### src/inc/bimec_pkg.sv
package bimec_pkg;
  // register offsets (byte addresses)
  localparam int ADDR_W = 12;
  localparam logic [11:0] OFF_MODE = 12'hC00;
  localparam logic [11:0] OFF_MERR = 12'hC40;
  localparam logic [11:0] OFF_IRQ_MASK = 12'hC44;
  localparam logic [11:0] OFF_BERR = 12'hC48;
  localparam logic [11:0] OFF_CMD_LATCH = 12'hC4C;
  localparam logic [11:0] OFF_SYN_LATCH = 12'hC50;
  localparam logic [11:0] OFF_FILL_ADDR = 12'hC54;
  localparam logic [11:0] OFF_IF_STATUS = 12'hC58;
  // mode register fields
  localparam int MODE_LOCK_IN = 14;
  localparam int MODE_LOCK_MODE = 7;
  localparam int MODE_LOCK_ALL = 6;
  localparam int MODE_PCO_LO = 4;
  localparam int MODE_SWP_LO = 2;
  localparam int MODE_BCS_LO = 0;
  localparam logic [31:0] MODE_WMASK = 32'h0000_40FF;
  localparam logic [31:0] MODE_RESET = 32'h0000_0000;
  // error flag positions
  localparam int MERR_W = 11;
  localparam int ERR_ARB_DROP = 10;
  localparam int ERR_ARB_COL = 9;
  localparam int ERR_DATA_DBE = 8;
  localparam int ERR_DATA_SBE = 7;
  localparam int ERR_MAP_PE = 6;
  localparam int ERR_STAT_PE = 5;
  localparam int ERR_TAG_PE = 4;
  localparam int ERR_PMAP_LO = 0;
  localparam int BERR_NSUM = 18;
  localparam logic [MERR_W-1:0] MERR_RESET = 11'h000;
  // snoop write policy codes
  localparam logic [1:0] SWP_LOOKUP = 2'h0;
  localparam logic [1:0] SWP_INVAL = 2'h1;
  localparam logic [1:0] SWP_UPDATE = 2'h2;
  // backup cache size codes
  localparam logic [1:0] BCS_4M = 2'h0;
  localparam logic [1:0] BCS_1M = 2'h1;
  localparam logic [1:0] BCS_16M = 2'h2;
endpackage

### src/logic/bimec_regs.sv
`timescale 1ns/1ps
module bimec_regs #(
  parameter int ADDR_BITS = 34, // bus address width
  parameter int CMD_BITS = 4,   // bus command width
  parameter int SYN_BITS = 8    // ecc syndrome width
) (
  input wire logic i_clk_sys, // system clock
  input wire logic i_reset_n, // async reset, active low
  input wire logic [bimec_pkg::ADDR_W-1:0] i_reg_addr, // register byte address
  input wire logic [31:0] i_reg_wdata, // write data
  input wire logic i_reg_wr, // write strobe
  input wire logic i_reg_rd, // read strobe
  output logic [31:0] o_reg_rdata, // read data, cycle after strobe
  input wire logic i_lockout_pin, // bus lockout seen on backplane
  output logic o_lockout_drive, // drive bus lockout
  input wire logic i_own_req, // own transaction request
  input wire logic i_own_wb_kind, // request is secondary or victim write
  output logic o_own_grant_ok, // own request allowed to arbitrate
  input wire logic i_snoop_write, // snooped bus write
  input wire logic i_pmap_hit, // primary-map lookup says update
  output logic o_snoop_inval, // invalidate backup cache
  output logic o_snoop_update, // update backup cache
  output logic [1:0] o_cache_size, // backup cache size code
  output logic [1:0] o_pcache_org, // processor cache organisation
  input wire logic i_crd, // correctable read indication
  input wire logic i_arb_drop, // arbitration won, no command
  input wire logic i_arb_col, // arbitration in illegal slot
  input wire logic i_data_dbe, // double ecc error on unload
  input wire logic i_data_sbe, // single ecc error on unload
  input wire logic i_map_pe, // map ram parity error
  input wire logic i_stat_pe, // status ram parity error
  input wire logic i_tag_pe, // tag ram parity error
  input wire logic i_probe_miss, // probe came from processor miss
  input wire logic [3:0] i_pmap_pe, // primary-map ram parity errors
  input wire logic [CMD_BITS-1:0] i_err_cmd, // bus command at error
  input wire logic [ADDR_BITS-1:0] i_err_addr, // address at error
  input wire logic [SYN_BITS-1:0] i_err_syn, // ecc syndrome at error
  output logic o_node_err_sum, // node error summary
  output logic o_irq // interrupt, level
);
  import bimec_pkg::*;

  // elaboration check: latch widths the read port can serve
  // the command/address latch may be wider than 32 bits; only its low word is readable
  if (ADDR_BITS < 1 || CMD_BITS < 1 || SYN_BITS < 1 || SYN_BITS > 32) begin : g_bad_widths
    $error("bimec_regs: latch widths out of range");
  end

  logic [31:0] mode_q;
  logic [MERR_W-1:0] merr_q;
  logic [MERR_W-1:0] merr_d;
  logic [MERR_W-1:0] mask_q;
  logic [MERR_W-1:0] ev;
  logic [CMD_BITS+ADDR_BITS-1:0] cmd_latch_q;
  logic [SYN_BITS-1:0] syn_latch_q;
  logic [ADDR_BITS-1:0] fill_addr_q;
  logic if_stat_q;
  logic [1:0] lock_sync_q;
  logic [1:0] crd_sync_q;
  logic wr_mode;
  logic wr_merr;
  logic bus_probe_pe;
  logic miss_probe_pe;
  logic latch_cmd;

  // strobes per register
  assign wr_mode = i_reg_wr && (i_reg_addr == OFF_MODE);
  assign wr_merr = i_reg_wr && (i_reg_addr == OFF_MERR);

  // pin inputs through two flip-flops
  always_ff @(posedge i_clk_sys or negedge i_reset_n) begin
    if (!i_reset_n) begin
      lock_sync_q <= 2'h0;
      crd_sync_q <= 2'h0;
    end else begin
      lock_sync_q <= {lock_sync_q[0], i_lockout_pin};
      crd_sync_q <= {crd_sync_q[0], i_crd};
    end
  end

  // mode register; lock-mode bit stored but drives nothing
  always_ff @(posedge i_clk_sys or negedge i_reset_n) begin
    if (!i_reset_n) begin
      mode_q <= MODE_RESET;
    end else if (wr_mode) begin
      mode_q <= i_reg_wdata & MODE_WMASK;
    end
  end

  // events gathered into flag layout
  always_comb begin
    bus_probe_pe = (i_stat_pe || i_tag_pe) && !i_probe_miss;
    miss_probe_pe = (i_stat_pe || i_tag_pe) && i_probe_miss;
    ev = '0;
    ev[ERR_ARB_DROP] = i_arb_drop;
    ev[ERR_ARB_COL] = i_arb_col;
    ev[ERR_DATA_DBE] = i_data_dbe;
    ev[ERR_DATA_SBE] = i_data_sbe;
    ev[ERR_MAP_PE] = i_map_pe;
    ev[ERR_STAT_PE] = i_stat_pe;
    ev[ERR_TAG_PE] = i_tag_pe;
    ev[ERR_PMAP_LO +: 4] = i_pmap_pe;
    latch_cmd = i_arb_drop || i_data_dbe || i_data_sbe || i_map_pe || bus_probe_pe || (|i_pmap_pe);
  end

  // sticky flags, set wins over write-one clear
  always_comb begin
    merr_d = merr_q;
    if (wr_merr) begin
      merr_d = merr_q & ~i_reg_wdata[MERR_W-1:0];
    end
    merr_d = merr_d | ev;
  end

  always_ff @(posedge i_clk_sys or negedge i_reset_n) begin
    if (!i_reset_n) begin
      merr_q <= MERR_RESET;
    end else begin
      merr_q <= merr_d;
    end
  end

  // interrupt mask
  always_ff @(posedge i_clk_sys or negedge i_reset_n) begin
    if (!i_reset_n) begin
      mask_q <= MERR_RESET;
    end else if (i_reg_wr && i_reg_addr == OFF_IRQ_MASK) begin
      mask_q <= i_reg_wdata[MERR_W-1:0];
    end
  end

  // command/address and syndrome latches
  always_ff @(posedge i_clk_sys or negedge i_reset_n) begin
    if (!i_reset_n) begin
      cmd_latch_q <= '0;
      syn_latch_q <= '0;
    end else begin
      if (latch_cmd) begin
        cmd_latch_q <= {i_err_cmd, i_err_addr};
      end
      if (i_data_dbe || i_data_sbe) begin
        syn_latch_q <= i_err_syn;
      end
    end
  end

  // processor-miss probe errors: status bit and fill address
  always_ff @(posedge i_clk_sys or negedge i_reset_n) begin
    if (!i_reset_n) begin
      if_stat_q <= 1'b0;
      fill_addr_q <= '0;
    end else if (miss_probe_pe) begin
      if_stat_q <= 1'b1;
      fill_addr_q <= i_err_addr;
    end else if (i_reg_wr && i_reg_addr == OFF_IF_STATUS && i_reg_wdata[0]) begin
      if_stat_q <= 1'b0;
    end
  end

  // lock, snoop and configuration outputs
  always_ff @(posedge i_clk_sys or negedge i_reset_n) begin
    if (!i_reset_n) begin
      o_lockout_drive <= 1'b0;
      o_own_grant_ok <= 1'b0;
      o_snoop_inval <= 1'b0;
      o_snoop_update <= 1'b0;
      o_cache_size <= 2'h0;
      o_pcache_org <= 2'h0;
      o_node_err_sum <= 1'b0;
      o_irq <= 1'b0;
    end else begin
      o_lockout_drive <= mode_q[MODE_LOCK_IN] && crd_sync_q[1];
      o_own_grant_ok <= i_own_req && (!(mode_q[MODE_LOCK_ALL] && lock_sync_q[1]) || i_own_wb_kind);
      unique case (mode_q[MODE_SWP_LO +: 2])
        SWP_LOOKUP: begin
          o_snoop_inval <= i_snoop_write && !i_pmap_hit;
          o_snoop_update <= i_snoop_write && i_pmap_hit;
        end
        SWP_INVAL: begin
          o_snoop_inval <= i_snoop_write;
          o_snoop_update <= 1'b0;
        end
        SWP_UPDATE: begin
          o_snoop_inval <= 1'b0;
          o_snoop_update <= i_snoop_write;
        end
        default: begin
          o_snoop_inval <= 1'b0;
          o_snoop_update <= 1'b0;
        end
      endcase
      o_cache_size <= mode_q[MODE_BCS_LO +: 2];
      o_pcache_org <= mode_q[MODE_PCO_LO +: 2];
      o_node_err_sum <= |merr_d;
      o_irq <= |(merr_d & mask_q);
    end
  end

  // read port, data the cycle after the strobe
  always_ff @(posedge i_clk_sys or negedge i_reset_n) begin
    if (!i_reset_n) begin
      o_reg_rdata <= 32'h0000_0000;
    end else if (i_reg_rd) begin
      unique case (i_reg_addr)
        OFF_MODE: o_reg_rdata <= mode_q;
        OFF_MERR: o_reg_rdata <= {21'h000000, merr_q};
        OFF_IRQ_MASK: o_reg_rdata <= {21'h000000, mask_q};
        OFF_BERR: o_reg_rdata <= 32'(|merr_q) << BERR_NSUM;
        OFF_CMD_LATCH: o_reg_rdata <= 32'(cmd_latch_q);
        OFF_SYN_LATCH: o_reg_rdata <= 32'(syn_latch_q);
        OFF_FILL_ADDR: o_reg_rdata <= 32'(fill_addr_q);
        OFF_IF_STATUS: o_reg_rdata <= {31'h00000000, if_stat_q};
        default: o_reg_rdata <= 32'h0000_0000;
      endcase
    end else begin
      o_reg_rdata <= 32'h0000_0000;
    end
  end
endmodule

### config.mk
export PLATFORM = sky130hd
export DESIGN_NAME = bimec_regs
export DESIGN_NICKNAME = d
export VERILOG_FILES = /design/src/inc/bimec_pkg.sv /design/src/logic/bimec_regs.sv
export SDC_FILE = /design/constraint.sdc
export NUM_CORES = 1
export LEC_CHECK = 0
export ABC_AREA = 1
export BUFFER_PORTS_ARGS = -buffer_cell sky130_fd_sc_hd__buf_2
export CORE_UTILIZATION = 49
export DETAILED_ROUTE_END_ITERATION = 10
export GPL_TIMING_DRIVEN = 0
export PLACE_DENSITY_LB_ADDON = 0.25
export SKIP_CTS_REPAIR_TIMING = 1
export SLEW_MARGIN = 30
export SYNTH_ARGS = -nofsm -noshare
export SYNTH_HDL_FRONTEND = slang
export SYNTH_SLANG_ARGS = --single-unit
### constraint.sdc
create_clock -name i_clk_sys -period 1.3 [get_ports i_clk_sys]
set_input_delay 0.195 -clock i_clk_sys [delete_from_list [all_inputs] [get_ports i_clk_sys]]
set_output_delay 0.195 -clock i_clk_sys [all_outputs]
set_load 0.01 [all_outputs]
* Word-level counts from Yosys, hierarchy flattened
Cells that the tools add are included.
Word-level totals: bits in registers 150, logic and storage cells 68
Operators by class: equality and inequality tests 10, muxes and demuxes 7, bitwise operators 4, reduce and logical (&&, ||, !) cells 29
Operators with widths (count):
- 32-bit one-hot mux with 8 select lines | 1
- 12-bit equality test (second input constant) | 8
- 11-bit OR reduction | 3
- 32-bit two-way mux | 1
- 11-bit bitwise AND | 2
- 1-bit logical AND | 12
- 11-bit two-way mux | 1
- 11-bit inverter | 1
- 11-bit bitwise OR | 1
- 1-bit logical OR | 8
- 1-bit one-hot mux with 2 select lines | 2
- 4-bit OR reduction | 1
- 1-bit zero test | 3
- 2-bit by 1-bit equality test with 1-bit output (second input constant) | 1
- 2-bit equality test (second input constant) | 1
- 2-bit zero test | 1
- 1-bit two-way mux | 2
- 2-bit nonzero test | 1

* Depth between registers and ports, before layout
Gate-level depths: netlist of the first run.
depth after elaboration 6, gate-level depth with buffers 12, depth with buffers taken out 11

* Least setup slack after synthesis of the first run
Ideal clock, no wire load.
path type input-to-reg, start point input i_reg_addr[1] in the netlist's numbering, end point register o_node_err_sum, library setup time 0.124 ns, arrival time 1.164 ns, required time 1.176 ns, setup slack 0.012 ns, cell stages on the path 11, path buffers 1, cell sequence nor2_2 > nand2_2 > nor2_4 > buf_6 > nand4_1 > nand2_1 > nand2_2 > nor2_1 > nand2_1 > nor2_1 > nand2_1
Between the ends: cells in the longest elaborated chain, start to end 5
Ends and longest elaborated chain:
- start, declared | RTL line bimec_regs.sv:9 | input wire logic [bimec_pkg::ADDR_W-1:0] i_reg_addr,
- 12-bit equality test | RTL line bimec_regs.sv:68 | assign wr_merr = i_reg_wr && (i_reg_addr == OFF_MERR);
- 1-bit logical AND | RTL line bimec_regs.sv:68
- 11-bit two-way mux | RTL line bimec_regs.sv:109 | if (wr_merr) begin
- 11-bit bitwise OR | RTL line bimec_regs.sv:112 | merr_d = merr_d | ev;
- named net merr_d[1] | RTL line bimec_regs.sv:51 | logic [MERR_W-1:0] merr_d;
- 11-bit OR reduction | RTL line bimec_regs.sv:194 | o_node_err_sum <= |merr_d;
- end signal, assigned | RTL line bimec_regs.sv:194
- end, declared | RTL line bimec_regs.sv:38 | output logic o_node_err_sum,
The timed path passes the listed nets, and every way through them passes these cells. A chain may end at the register's enable or synchronous reset.

* Final worst setup path of the first run
start point input i_reg_addr[9] in the netlist's numbering, end point register o_irq
Between the ends: cells in the longest elaborated chain, start to end 6
Ends and longest elaborated chain:
- 12-bit equality test | RTL line bimec_regs.sv:68
- 1-bit logical AND | RTL line bimec_regs.sv:68
- 11-bit two-way mux | RTL line bimec_regs.sv:109
- 11-bit bitwise OR | RTL line bimec_regs.sv:112
- named net merr_d[7] | RTL line bimec_regs.sv:51
- 11-bit bitwise AND | RTL line bimec_regs.sv:195 | o_irq <= |(merr_d & mask_q);
- 11-bit OR reduction | RTL line bimec_regs.sv:195
- end signal, assigned | RTL line bimec_regs.sv:195
- end, declared | RTL line bimec_regs.sv:39 | output logic o_irq
The timed path passes the listed nets, and every way through them passes these cells.

==> results.md, run 1 <==
* Total routed wirelength at 15900 µm
* Worst skew pair latency at 0.42 ns
* Mux cell area share after synthesis at 0.02537
* Cell count after placement at 980
* Multi-input logic area at 0.002112 mm²
* ANT nets after route at 0
* Final nets at 953
* Cell family contributing the most delay on the critical path: simple AND/OR/NAND/NOR gates
* Maximum clock path buffer count at 2
* List of cells traversed by the critical path: buf_2, nor2_2, nand2_2, nor2_4, buf_4, nand4_1, nand2_1, nand2_1, nand2_1, nand2_1, nor2_1, nand3_1
* Commonest cells in the netlist: sky130_fd_sc_hd__nand2_1 (186), sky130_fd_sc_hd__dfrtp_1 (150), sky130_fd_sc_hd__inv_1 (68)
* PnR Total Power at 10520 µW
* Fraction of the mapped netlist area in compound gates at 0.1085
* Number of failing hold endpoints at the final stage at 1
* Ratio of cells with drive above 1 in the final layout at 0.2661
* Initial antenna violation count at 0
* Net count of the mapped netlist at 796
* Overflow left after global routing at 0
* Pin count of the biggest net entering global routing at 95
* H-tree depth at 4
* Count of endpoints failing setup in the final report at 0
* Critical-path cell with the highest stage delay: sky130_fd_sc_hd__nor2_4
* Num CTS Buffers at 17
* Number of ports placed on the die boundary at 154
* Via count of the first global-routing pass at 4972
* Simple-gate share of the synthesized area at 0.1963
* Register cell area after layout at 0.003754 mm²
* Static Leak at 0.003976 µW
* Clock Sinks at 150
* CP Data Arrival Time at 1.56 ns
* Top-area cell type share of the netlist area at 0.6040
* Final period demand of the worst path at 1.264 ns
* Portion of the clock cycle consumed by the worst path in the final layout at 0.9723
* Number of max-slew violations in the final report at 0
* Detailed placer's ending HPWL at 11440 µm
* Total power density per cell area at 1336 mW/mm²
* Cell type with the highest occurrence count on the critical path: sky130_fd_sc_hd__nand2_1
* Antenna diode instance count at 0
* Nature of the critical path endpoint: flip-flop
* Die Span X at 114.6 µm
* Violated checks: hold timing
* Die Area at 0.01314 mm²
* Via/cell ratio at 5.107
* Cell with the most instances after synthesis: sky130_fd_sc_hd__nand2_1
* Achievable Freq at 791.2 MHz
* Post-Route Skew at 0.004386 ns
* Final non-filler cell area at 0.007871 mm²
* Post-synth EDFFs at 0
* Most instantiated flip-flop cell in the synthesis netlist: sky130_fd_sc_hd__dfrtp_1
* Category of the critical setup timing path: in2reg
* Post-route non-filler standard cell count at 1021
* R2r endpoint: o_reg_rdata[18]
* Drt pass-1 iters at 5
* Site Rows at 40
* Initial drt markers at 457
* Routed via count at 5214
* Adder and majority cell fraction of the synthesized area at 0
* Overall Global Routing Usage at 0.2569
* Number of flip-flops and latches in the synthesized netlist at 150
* Yosys Warn Count at 0
* Critical Path Start Type: input port
* Mean post-synth cell area at 9.086 µm²
* Capturing instance or port of the critical path: o_irq
* Growth of design area from synthesis to finish at 26.66%
* TritonCTS clock tree: built
* First-pass GRT wire length at 25030 µm
* Final RePlAce weighted congestion at 0.8967
* Main combinational cell family by area after synthesis: simple AND/OR/NAND/NOR gates
* Count of buffer and inverter cells on the critical path at 2
* CP Launch Point: i_reg_addr[9]
* Post-CTS clock slew at the launch and capture registers of the worst setup and hold paths at 0.06 ns
* Ranking of synthesized cells by area: sky130_fd_sc_hd__dfrtp_1 (60%), sky130_fd_sc_hd__nand2_1 (11%), sky130_fd_sc_hd__a21oi_1 (4.5%)
* Beginning of the worst register-to-register path: merr_q[2]
* Buffer cell driving the clock tree root: sky130_fd_sc_hd__clkbuf_16
* Cell type with the highest aggregate area in the netlist: sky130_fd_sc_hd__dfrtp_1
* Final hold slack at -0.005860 ns
* Peak per-stage delay on the critical path at 0.24 ns
* Instance area at placement at 0.007098 mm²
* Fraction of the yosys area taken by sequential cells at 0.6040
* Area share of xor/xnor cells in the synthesized design at 0
* Starting density of the core at 0.5089
* Core ar. at 0.01221 mm²
* Maximum capacitance violations at 0
* Unique cell type count in the Yosys netlist at 32
* Number of remaining DRC errors at 0
* Wire per inst at 15.57 µm
* Maximum net fanout on the critical path at 6
* Path depth of the worst reg2reg path at 6
* Buffers on Ports at 127
* Hold/Removal Path Class: in2reg
* Actual slew at the worst max-slew pin at 0.5144 ns
* Cells after synthesis at 684
* Worst slew slack as a fraction of its limit at 0.6570
* Fraction of registers with async set or reset after synthesis at 1.000
* Fill cell instance count of the final layout at 1066
* Die extent in y at 114.6 µm
* Largest voltage drop on the vdd net at 0.7816 mV
* WP depth at 12
* Run status: complete, but fails checks
* Post-synthesis cell area at 0.006215 mm²
* Register-to-Register Setup Slack at 0.04 ns
* Critical hold path startpoint: i_own_req
* Required time of the worst setup path at 1.59 ns
cells in the final DEF, fill, tap and decap left out, types with 3 or more instances in the layout:
cell                            Yosys  routed
sky130_fd_sc_hd__buf_6              1       4
sky130_fd_sc_hd__o211ai_1           3       3
sky130_fd_sc_hd__nand2_2            7      11
sky130_fd_sc_hd__nand3_1           15      15
sky130_fd_sc_hd__a21oi_1           56      56
sky130_fd_sc_hd__clkbuf_1          10      11
sky130_fd_sc_hd__nor2_4             3       5
sky130_fd_sc_hd__buf_4              2      10
sky130_fd_sc_hd__nor3_1             5       4
sky130_fd_sc_hd__nor2_2             3       4
sky130_fd_sc_hd__mux2_2            13      13
sky130_fd_sc_hd__nand4_1           14      14
sky130_fd_sc_hd__a211oi_1           4       4
sky130_fd_sc_hd__inv_2              4       4
sky130_fd_sc_hd__clkbuf_16          0      17
sky130_fd_sc_hd__buf_2             14     133
sky130_fd_sc_hd__o21ai_1           20      20
sky130_fd_sc_hd__inv_1             68      68
sky130_fd_sc_hd__nor2_1            59      56
sky130_fd_sc_hd__clkinvlp_4         0       4
sky130_fd_sc_hd__dlygate4sd3_1      0       4
sky130_fd_sc_hd__o21ai_0           36      34
sky130_fd_sc_hd__nand2_1          186     182
sky130_fd_sc_hd__dfrtp_1          150     150
sky130_fd_sc_hd__bufinv_16          0       3
logic make-up after synthesis:
group / after synthesis
flops: 150
mux: 14
simple gates: 294
buf+inv: 100
compound gates: 126
routing by layer:
metal | GRT usage | vias to the layer above | routed length, µm
met5 | 0 | - | 0
li1 | - | 2501 | -
met1 | 0.3612 | 2500 | 7174
met4 | 0.08831 | 0 | 190
met3 | 0.05294 | 15 | 921
met2 | 0.3984 | 198 | 7611
worst min-delay path by stage:
stage	slack, ns	endpoint	cells past startpoint
after global routing	0.003	o_own_grant_ok	2
final	-0.006	o_own_grant_ok	2
after detailed placement	0.15	o_own_grant_ok	1
after CTS	-0.30	o_own_grant_ok	1
after floorplan	-0.10	cmd_latch_q[0]	0
after global placement	0.30	lock_sync_q[0]	1
registers in the layout (all words and copies together) (netlist names):
| register | flops |
|---|---|
| o_lockout_drive | 1 |
| o_own_grant_ok | 1 |
| if_stat_q | 1 |
| o_reg_rdata | 32 |
| merr_q | 11 |
| o_node_err_sum | 1 |
| lock_sync_q | 2 |
| mask_q | 11 |
| mode_q | 9 |
| o_cache_size | 2 |
| syn_latch_q | 8 |
| o_snoop_update | 1 |
| crd_sync_q | 2 |
| o_snoop_inval | 1 |
| fill_addr_q | 32 |
| o_irq | 1 |
| cmd_latch_q | 32 |
| o_pcache_org | 2 |
cell type report:
type	instances	area share
Sequential cell	150	0.4769
Multi-Input combinational cell	434	0.2683
Timing Repair Buffer	138	0.09633
Clock buffer	20	0.05675
Inverter	73	0.03497
Tap cell	168	0.02670
Buffer	27	0.02082
Clock inverter	11	0.01923
metrics by stage:
step / utilization / setup slack [ns] / TNS, ns
after detailed placement: 0.5813 / -0.6544 / -52.32
after global placement: 0.5782 / -2.001 / -346.43
after global routing: 0.6446 / -0.02282 / -0.07621
after floorplan: - / 0.01225 / 0
after CTS: 0.6302 / -0.2380 / -5.278
final: 0.6446 / 0.03604 / 0
power by group:
part / switching (µW) / internal [µW] / leakage [µW]
Sequential: 112 / 4880 / 0.00187
Combinational: 365 / 240 / 0.00183
Clock: 1860 / 3060 / 0.000279
Power figures use the tool's default switching activity.
==> run 2: changes to the inputs <==
ABC_AREA = not set   (was 1)
==> run 2 against run 1 <==
The run ends with setup timing left. Count of clock-buffer cells in the layout is the same. Global-route usage shrank 1.5 points. Setup slack lost 0.27 ns. Non-clock buffer count grew 18. Total power shrank 1.4%. Sequential share of layout area shrank 3.8 points. Area after synthesis grew 2.1%. Die area grew 2.0%. Final cell count shrank 16%. Hold slack gained 0.0092 ns. Register-to-register slack lost 0.13 ns.
==> results.md, run 2 <==
* Run status: complete, but fails checks (unchanged)
* Violated checks: setup timing (was hold timing)
* Clock Sinks at 150 (unchanged)
* Site Rows at 41 (was 40)
* Buffers on Ports at 124 (was 127)
* Starting density of the core at 0.5026 (was 0.5089)
* Maximum net fanout on the critical path at 4 (was 6)
* Top library cells by usage in the layout, fill and taps aside: sky130_fd_sc_hd__dfrtp_1 (150), sky130_fd_sc_hd__buf_2 (122), sky130_fd_sc_hd__mux2_2 (84) (was sky130_fd_sc_hd__nand2_1 (182), sky130_fd_sc_hd__dfrtp_1 (150), sky130_fd_sc_hd__buf_2 (133))
* Worst slew slack as a fraction of its limit at 0.6172 (was 0.6570)
* Initial drt markers at 313 (was 457)
* Total power density per cell area at 1213 mW/mm² (was 1336 mW/mm²)
* Yosys Warn Count at 0 (unchanged)
* Total routed wirelength at 16430 µm (was 15900 µm)
* Die Span X at 115.8 µm (was 114.6 µm)
* List of cells traversed by the critical path: buf_6, nor4_4, buf_4, and4_4, and4b_2, clkbuf_16, mux2_4 (was buf_2, nor2_2, nand2_2, nor2_4, buf_4, nand4_1, nand2_1, nand2_1, nand2_1, nand2_1, nor2_1, nand3_1)
* Worst Setup Slack, final at -0.2381 ns (was 0.03604 ns)
* P_sw at 2432 µW (was 2340 µW)
* Overall Global Routing Usage at 0.2421 (was 0.2569)
* Beginning of the worst register-to-register path: merr_q[10] (was merr_q[2])
* CP Data Arrival Time at 1.85 ns (was 1.56 ns)
* First-pass GRT wire length at 23660 µm (was 25030 µm)
* Pin count of the biggest net entering global routing at 87 (was 95)
* Num CTS Buffers at 17 (unchanged)
* Routed via count at 4783 (was 5214)
* Number of ports placed on the die boundary at 154 (unchanged)
* Internal at 7943 µW (was 8180 µW)
* Worst skew pair latency at 0.42 ns (about the same)
* Final nets at 781 (was 953)
* Critical hold path startpoint: i_err_syn[4] (was i_own_req)
* Required time of the worst setup path at 1.61 ns (was 1.59 ns)
* R2r endpoint: o_irq (was o_reg_rdata[18])
* Wire per inst at 19.26 µm (was 15.57 µm)
* Number of cells on the worst hold path at 2 (unchanged)
* Largest voltage drop on the vdd net at 0.7890 mV (was 0.7816 mV)
* Commonest cells in the netlist: sky130_fd_sc_hd__dfrtp_1 (150), sky130_fd_sc_hd__mux2_2 (88), sky130_fd_sc_hd__a22oi_1 (37) (was sky130_fd_sc_hd__nand2_1 (186), sky130_fd_sc_hd__dfrtp_1 (150), sky130_fd_sc_hd__inv_1 (68))
* Leading cell type in the layout, fill and taps excluded: sky130_fd_sc_hd__dfrtp_1 (was sky130_fd_sc_hd__nand2_1)
* Ranking of synthesized cells by area: sky130_fd_sc_hd__dfrtp_1 (59%), sky130_fd_sc_hd__mux2_2 (16%), sky130_fd_sc_hd__a22oi_1 (4.4%) (was sky130_fd_sc_hd__dfrtp_1 (60%), sky130_fd_sc_hd__nand2_1 (11%), sky130_fd_sc_hd__a21oi_1 (4.5%))
* Ratio of cells with drive above 1 in the final layout at 0.5140 (was 0.2661)
* Top-area cell type share of the netlist area at 0.5918 (was 0.6040)
* Antenna diode instance count at 0 (unchanged)
* Post-synth EDFFs at 0 (unchanged)
* Detailed placer's ending HPWL at 10720 µm (was 11440 µm)
* Met1 track demand over resource in global routing at 0.3315 (was 0.3612)
* Category of the critical setup timing path: in2reg (unchanged)
* Final hold slack at 0.003338 ns (was -0.005860 ns)
* Setup repair after global routing missed its margin: yes
* Clock Power Share at 0.441 (was 0.468)
* H-tree depth at 4 (unchanged)
* Unique cell type count in the Yosys netlist at 49 (was 32)
* Biggest regs: cmd_latch_q x32, fill_addr_q x32, o_reg_rdata x32 (unchanged)
* Register-to-Register Setup Slack at -0.09 ns (was 0.04 ns)
* Number of remaining DRC errors at 0 (unchanged)
* Final period demand of the worst path at 1.538 ns (was 1.264 ns)
* Post-CTS clock slew at the launch and capture registers of the worst setup and hold paths at 0.06 ns (about the same)
* Global routing met3 resource utilization at 0.06538 (was 0.05294)
* Portion of the clock cycle consumed by the worst path in the final layout at 1.183 (was 0.9723)
* Overflow left after global routing at 0 (unchanged)
* Cells after synthesis at 492 (was 684)
* Post-Route Skew at 0.007729 ns (was 0.004386 ns)
* Most instantiated flip-flop cell in the synthesis netlist: sky130_fd_sc_hd__dfrtp_1 (unchanged)
* Hold endpoint: syn_latch_q[4] (was o_own_grant_ok)
* Number of flip-flops and latches in the synthesized netlist at 150 (unchanged)
* Final total negative setup slack at -8.244 ns (was 0 ns)
* Hold/Removal Path Class: in2reg (unchanged)
* Initial antenna violation count at 0 (unchanged)
* GRT met2 Usage at 0.3667 (was 0.3984)
* Mean post-synth cell area at 12.89 µm² (was 9.086 µm²)
* Critical Path Start Type: input port (unchanged)
* TritonCTS clock tree: built (unchanged)
* Number of failing hold endpoints at the final stage at 0 (was 1)
* Core ar. at 0.01262 mm² (was 0.01221 mm²)
* Maximum clock path buffer count at 2 (unchanged)
* Fraction of registers with async set or reset after synthesis at 1.000 (unchanged)
* Fraction of the yosys area taken by sequential cells at 0.5918 (was 0.6040)
* PnR Total Power at 10380 µW (was 10520 µW)
* Cell with the most instances after synthesis: sky130_fd_sc_hd__dfrtp_1 (was sky130_fd_sc_hd__nand2_1)
* Final RePlAce weighted congestion at 0.8588 (was 0.8967)
* Count of endpoints failing setup in the final report at 54 (was 0)
* Critical-path cell with the highest stage delay: sky130_fd_sc_hd__and4b_2 (was sky130_fd_sc_hd__nor2_4)
* Post-synthesis cell area at 0.006342 mm² (was 0.006215 mm²)
* Drt pass-1 iters at 5 (unchanged)
* Number of max-slew violations in the final report at 0 (unchanged)
* ANT nets after route at 0 (unchanged)
* Cell type with the highest aggregate area in the netlist: sky130_fd_sc_hd__dfrtp_1 (unchanged)
* Peak per-stage delay on the critical path at 0.33 ns (was 0.24 ns)
* Net count of the mapped netlist at 604 (was 796)
* Die Area at 0.01340 mm² (was 0.01314 mm²)
* Via count of the first global-routing pass at 4468 (was 4972)
* Nature of the critical path endpoint: flip-flop (unchanged)
* Achievable Freq at 650.2 MHz (was 791.2 MHz)
* Busiest metal layer after global routing: met2 (unchanged)
* Growth of design area from synthesis to finish at 34.86% (was 26.66%)
* Combinational Power Share at 0.075 (was 0.057)
* Actual slew at the worst max-slew pin at 0.5741 ns (was 0.5144 ns)
* Static Leak at 0.003840 µW (was 0.003976 µW)
* Maximum capacitance violations at 0 (unchanged)
* Via/cell ratio at 5.607 (was 5.107)
* Path depth of the worst reg2reg path at 5 (was 6)
* Die extent in y at 115.8 µm (was 114.6 µm)
* Proportion of power drawn by flip-flops and latches at 0.484 (was 0.474)
* Buffer cell driving the clock tree root: sky130_fd_sc_hd__clkbuf_16 (unchanged)
* Switching share of total power at 0.2344 (was 0.2224)
-- run 2: changes by cell type after synthesis, moves of 7 or more --
cell                      previous run  this run
sky130_fd_sc_hd__a21oi_1            56         9
sky130_fd_sc_hd__a22oi_1             0        37
sky130_fd_sc_hd__a31oi_1             1         8
sky130_fd_sc_hd__a41oi_1             0         7
sky130_fd_sc_hd__inv_1              68        14
sky130_fd_sc_hd__mux2_2             13        88
sky130_fd_sc_hd__mux2i_1             0        11
sky130_fd_sc_hd__nand2_1           186        20
sky130_fd_sc_hd__nand3_1            15         8
sky130_fd_sc_hd__nand4_1            14         1
sky130_fd_sc_hd__nor2_1             59        30
sky130_fd_sc_hd__o21ai_0            36        20
sky130_fd_sc_hd__o21ai_1            20         2
-- run 2: critical path, delay by kind of cell --
| kind | cells | cell delay, ns |
|---|---|---|
| simple gates | 3 | 0.89 |
| buf+inv | 3 | 0.46 |
| mux | 1 | 0.30 |
-- run 2: kinds of logic after synthesis --
| family | count (synthesis) | share of synthesized area |
|---|---|---|
| buffers and inverters | 40 | 0.02920 |
| DFF | 150 | 0.5918 |
| and+or+nand+nor | 101 | 0.09213 |
| AOI/OAI and AO/OA | 98 | 0.1061 |
| muxes | 103 | 0.1807 |
-- run 2: through the flow --
step	cell area (µm²)	utilization	cells	setup WS, ns
6_report	8553	0.6778	853	-0.2381
5_1_grt	8553	0.6778	853	-0.2805
4_1_cts	7844	0.6216	820	-0.3923
3_5_place_dp	7296	0.5781	789	-0.8157
3_3_place_gp	7258	0.5752	788	-2.001
2_1_floorplan	6422	-	492	-0.3421
-- run 2: metal layers --
metal  routed length, µm  part of all wire
met3                1003             0.061
met5                   0                 0
met2                7737              0.47
met4                 468             0.028
met1                7218              0.44
-- run 2: cell type report --
class                   count  area, µm²
plain buffers              26      237.7
clock buffers              20      446.7
clock inverters            11      101.3
fillers                   950       4066
inverters                  14      52.55
multi-input cells         303       2690
flip-flops and latches    150       3754
well taps                 172      215.2
repair buffers            157       1056
-- run 2: how the worst max path moves through the flow --
stage | endpoint | from | cells past startpoint
after floorplan | mask_q[0] | i_reg_addr[1] | 5
after global placement | o_reg_rdata[27] | i_reset_n | 1
after detailed placement | o_node_err_sum | i_reg_addr[1] | 7
after CTS | o_node_err_sum | i_reg_addr[1] | 7
after global routing | o_reg_rdata[3] | i_reg_addr[8] | 9
final | mask_q[10] | i_reg_addr[8] | 7
-- run 2: power groups by stage --
stage	Clock, µW	Sequential (µW)	Combinational, µW
global placement	0	5060	683
floorplan	0	5050	356
CTS	4640	5000	726
finish	4580	5020	780
detailed placement	0	5080	723
global route	4830	5040	850
==> run 3: changes to the inputs <==
BUFFER_PORTS_ARGS = -buffer_cell sky130_fd_sc_hd__buf_4   (was -buffer_cell sky130_fd_sc_hd__buf_2)
==> run 3 against run 2 <==
The run still ends with setup timing left. Sequential share of layout area fell by 1.4 points. Routed wire length is 2.5% higher. Critical path depth unchanged. First-iteration DRC count grew 4.2%. Design area up 3.2%. Critical endpoint unchanged.
==> results.md, run 3 (same netlist as run 2, synthesis figures left out) <==
* First-pass GRT wire length at 24510 µm (was 23660 µm)
* CP Data Arrival Time at 1.81 ns (was 1.85 ns)
* Portion of the clock cycle consumed by the worst path in the final layout at 1.150 (was 1.183)
* Run status: complete, but fails checks (unchanged)
* Worst slew slack as a fraction of its limit at 0.5763 (was 0.6172)
* Final hold slack at 0.003010 ns (was 0.003338 ns)
* Worst skew pair latency at 0.43 ns (was 0.42 ns)
* Maximum capacitance violations at 0 (unchanged)
* Peak per-stage delay on the critical path at 0.31 ns (was 0.33 ns)
* Violated checks: setup timing (unchanged)
* Maximum clock path buffer count at 2 (unchanged)
* Final nets at 782 (was 781)
* Largest voltage drop on the vdd net at 0.7741 mV (was 0.7890 mV)
* Required time of the worst setup path at 1.61 ns (about the same)
* Worst Setup Slack, final at -0.1952 ns (was -0.2381 ns)
* Initial drt markers at 326 (was 313)
* Biggest regs: cmd_latch_q x32, fill_addr_q x32, o_reg_rdata x32 (unchanged)
* Initial antenna violation count at 0 (unchanged)
* Via/cell ratio at 5.630 (was 5.607)
* Post-route non-filler standard cell count at 855 (was 853)
* Maximum net fanout on the critical path at 5 (was 4)
* Drt pass-1 iters at 5 (unchanged)
* Actual slew at the worst max-slew pin at 0.6356 ns (was 0.5741 ns)
* Post-CTS clock slew at the launch and capture registers of the worst setup and hold paths at 0.06 ns (about the same)
* WP depth at 7 (unchanged)
* Achievable Freq at 668.8 MHz (was 650.2 MHz)
* TritonCTS clock tree: built (unchanged)
* Die extent in y at 115.8 µm (unchanged)
* Routed via count at 4814 (was 4783)
* Setup repair after global routing missed its margin: yes (unchanged)
* Number of failing hold endpoints at the final stage at 0 (unchanged)
* Die Span X at 115.8 µm (unchanged)
* Count of buffer and inverter cells on the critical path at 3 (unchanged)
* Overall Global Routing Usage at 0.2502 (was 0.2421)
* Cell count after placement at 789 (unchanged)
* Starting density of the core at 0.5026 (unchanged)
* Buffer cell driving the clock tree root: sky130_fd_sc_hd__clkbuf_16 (unchanged)
* Critical hold path startpoint: i_map_pe (was i_err_syn[4])
* Path depth of the worst reg2reg path at 5 (unchanged)
* Ratio of cells with drive above 1 in the final layout at 0.4817 (was 0.5140)
* Final total negative setup slack at -7.322 ns (was -8.244 ns)
* Hold endpoint: merr_q[6] (was syn_latch_q[4])
* Hold/Removal Path Class: in2reg (unchanged)
* Via count of the first global-routing pass at 4702 (was 4468)
* Met2 Routed Length at 8229 µm (was 7737 µm)
* Cell family contributing the most delay on the critical path: simple AND/OR/NAND/NOR gates (unchanged)
* Category of the critical setup timing path: in2reg (unchanged)
* Number of cells on the worst hold path at 2 (unchanged)
* Final RePlAce weighted congestion at 0.8641 (was 0.8588)
* Final period demand of the worst path at 1.495 ns (was 1.538 ns)
* Share of the core filled with cells at 0.6997 (was 0.6778)
* Beginning of the worst register-to-register path: merr_q[10] (unchanged)
* Met3 routed wirelength at 1060 µm (was 1003 µm)
* Met1 wire length at 7271 µm (was 7218 µm)
* Pin count of the biggest net entering global routing at 87 (unchanged)
* Number of remaining DRC errors at 0 (unchanged)
* Count of endpoints failing setup in the final report at 53 (was 54)
* Growth of design area from synthesis to finish at 39.22% (was 34.86%)
* Total power density per cell area at 1241 mW/mm² (was 1213 mW/mm²)
* Buffers on Ports at 124 (unchanged)
* Leading cell type in the layout, fill and taps excluded: sky130_fd_sc_hd__dfrtp_1 (unchanged)
* Top library cells by usage in the layout, fill and taps aside: sky130_fd_sc_hd__dfrtp_1 (150), sky130_fd_sc_hd__buf_4 (136), sky130_fd_sc_hd__mux2_2 (84) (was sky130_fd_sc_hd__dfrtp_1 (150), sky130_fd_sc_hd__buf_2 (122), sky130_fd_sc_hd__mux2_2 (84))
* Critical-path cell with the highest stage delay: sky130_fd_sc_hd__nor4_4 (was sky130_fd_sc_hd__and4b_2)
* Nature of the critical path endpoint: flip-flop (unchanged)
* Register-to-Register Setup Slack at -0.13 ns (was -0.09 ns)
* Post-Route Skew at 0.01455 ns (was 0.007729 ns)
* Static Leak at 0.003934 µW (was 0.003840 µW)
* Core ar. at 0.01262 mm² (unchanged)
* Number of max-slew violations in the final report at 0 (unchanged)
* Critical Path Start Type: input port (unchanged)
* Die Area at 0.01340 mm² (unchanged)
* Highest Signal Layer: met4 (unchanged)
* Num CTS Buffers at 17 (unchanged)
* R2r endpoint: o_irq (unchanged)
* Total routed wirelength at 16840 µm (was 16430 µm)
* Clock Sinks at 150 (unchanged)
* Antenna diode instance count at 0 (unchanged)
* List of cells traversed by the critical path: buf_8, nor4_4, buf_4, and4_4, and4b_2, clkbuf_16, mux2_4 (was buf_6, nor4_4, buf_4, and4_4, and4b_2, clkbuf_16, mux2_4)
* H-tree depth at 4 (unchanged)
* Detailed placer's ending HPWL at 11160 µm (was 10720 µm)
* Site Rows at 41 (unchanged)
* ANT nets after route at 0 (unchanged)
* Overflow left after global routing at 0 (unchanged)
* Number of ports placed on the die boundary at 154 (unchanged)
* Wire per inst at 19.69 µm (was 19.26 µm)
-- run 3: layer usage --
metal  track usage  vias up
met1        0.3385     2435
met5             0        -
met2        0.3917      188
met3       0.05073       24
li1              -     2167
met4        0.1120        0
-- run 3: how the worst max path moves through the flow --
stage	startpoint	to	slack, ns
floorplan	i_reg_addr[1]	mask_q[0]	-0.34
global placement	i_reg_addr[1]	o_node_err_sum	-0.82
detailed placement	i_reg_addr[1]	o_node_err_sum	-0.81
CTS	i_reg_addr[1]	o_node_err_sum	-0.39
global route	i_reg_addr[4]	o_node_err_sum	-0.25
finish	i_reg_addr[8]	mask_q[10]	-0.20
-- run 3: power breakdown --
group / switching (µW) / internal (µW) / leakage, µW / total, µW
Combinational: 404 / 472 / 0.00181 / 876
Clock: 1980 / 3090 / 0.000288 / 5070
Sequential: 124 / 4890 / 0.00184 / 5010
Total: 2500 / 8460 / 0.00393 / 11000
-- run 3: through the flow --
step,instance area [µm²],setup slack (ns),power [µW]
after floorplan,6422,-0.3421,5406
after global placement,7569,-0.8158,5820
after detailed placement,7604,-0.8111,5888
after CTS,8218,-0.3862,10950
after global routing,8830,-0.2469,11320
final,8830,-0.1952,10960
-- run 3: area by class of cell --
type / count / area [µm²]
sequential: 150 / 3754
buffer: 26 / 241.5
multi-input combinational: 302 / 2597
inverter: 14 / 52.55
clock buffer: 19 / 442.9
fill: 913 / 3790
tap: 172 / 215.2
clock inverter: 13 / 171.4
timing repair buffer: 159 / 1355
-- run 3: worst register-to-register path, cell delays in order (launching register included) --
cell and delay (ns):
sky130_fd_sc_hd__dfrtp_1 0.38, sky130_fd_sc_hd__inv_1 0.07, sky130_fd_sc_hd__a41oi_1 0.10, sky130_fd_sc_hd__o21a_1 0.28, sky130_fd_sc_hd__a2111oi_2 0.33, sky130_fd_sc_hd__nand3_1 0.14
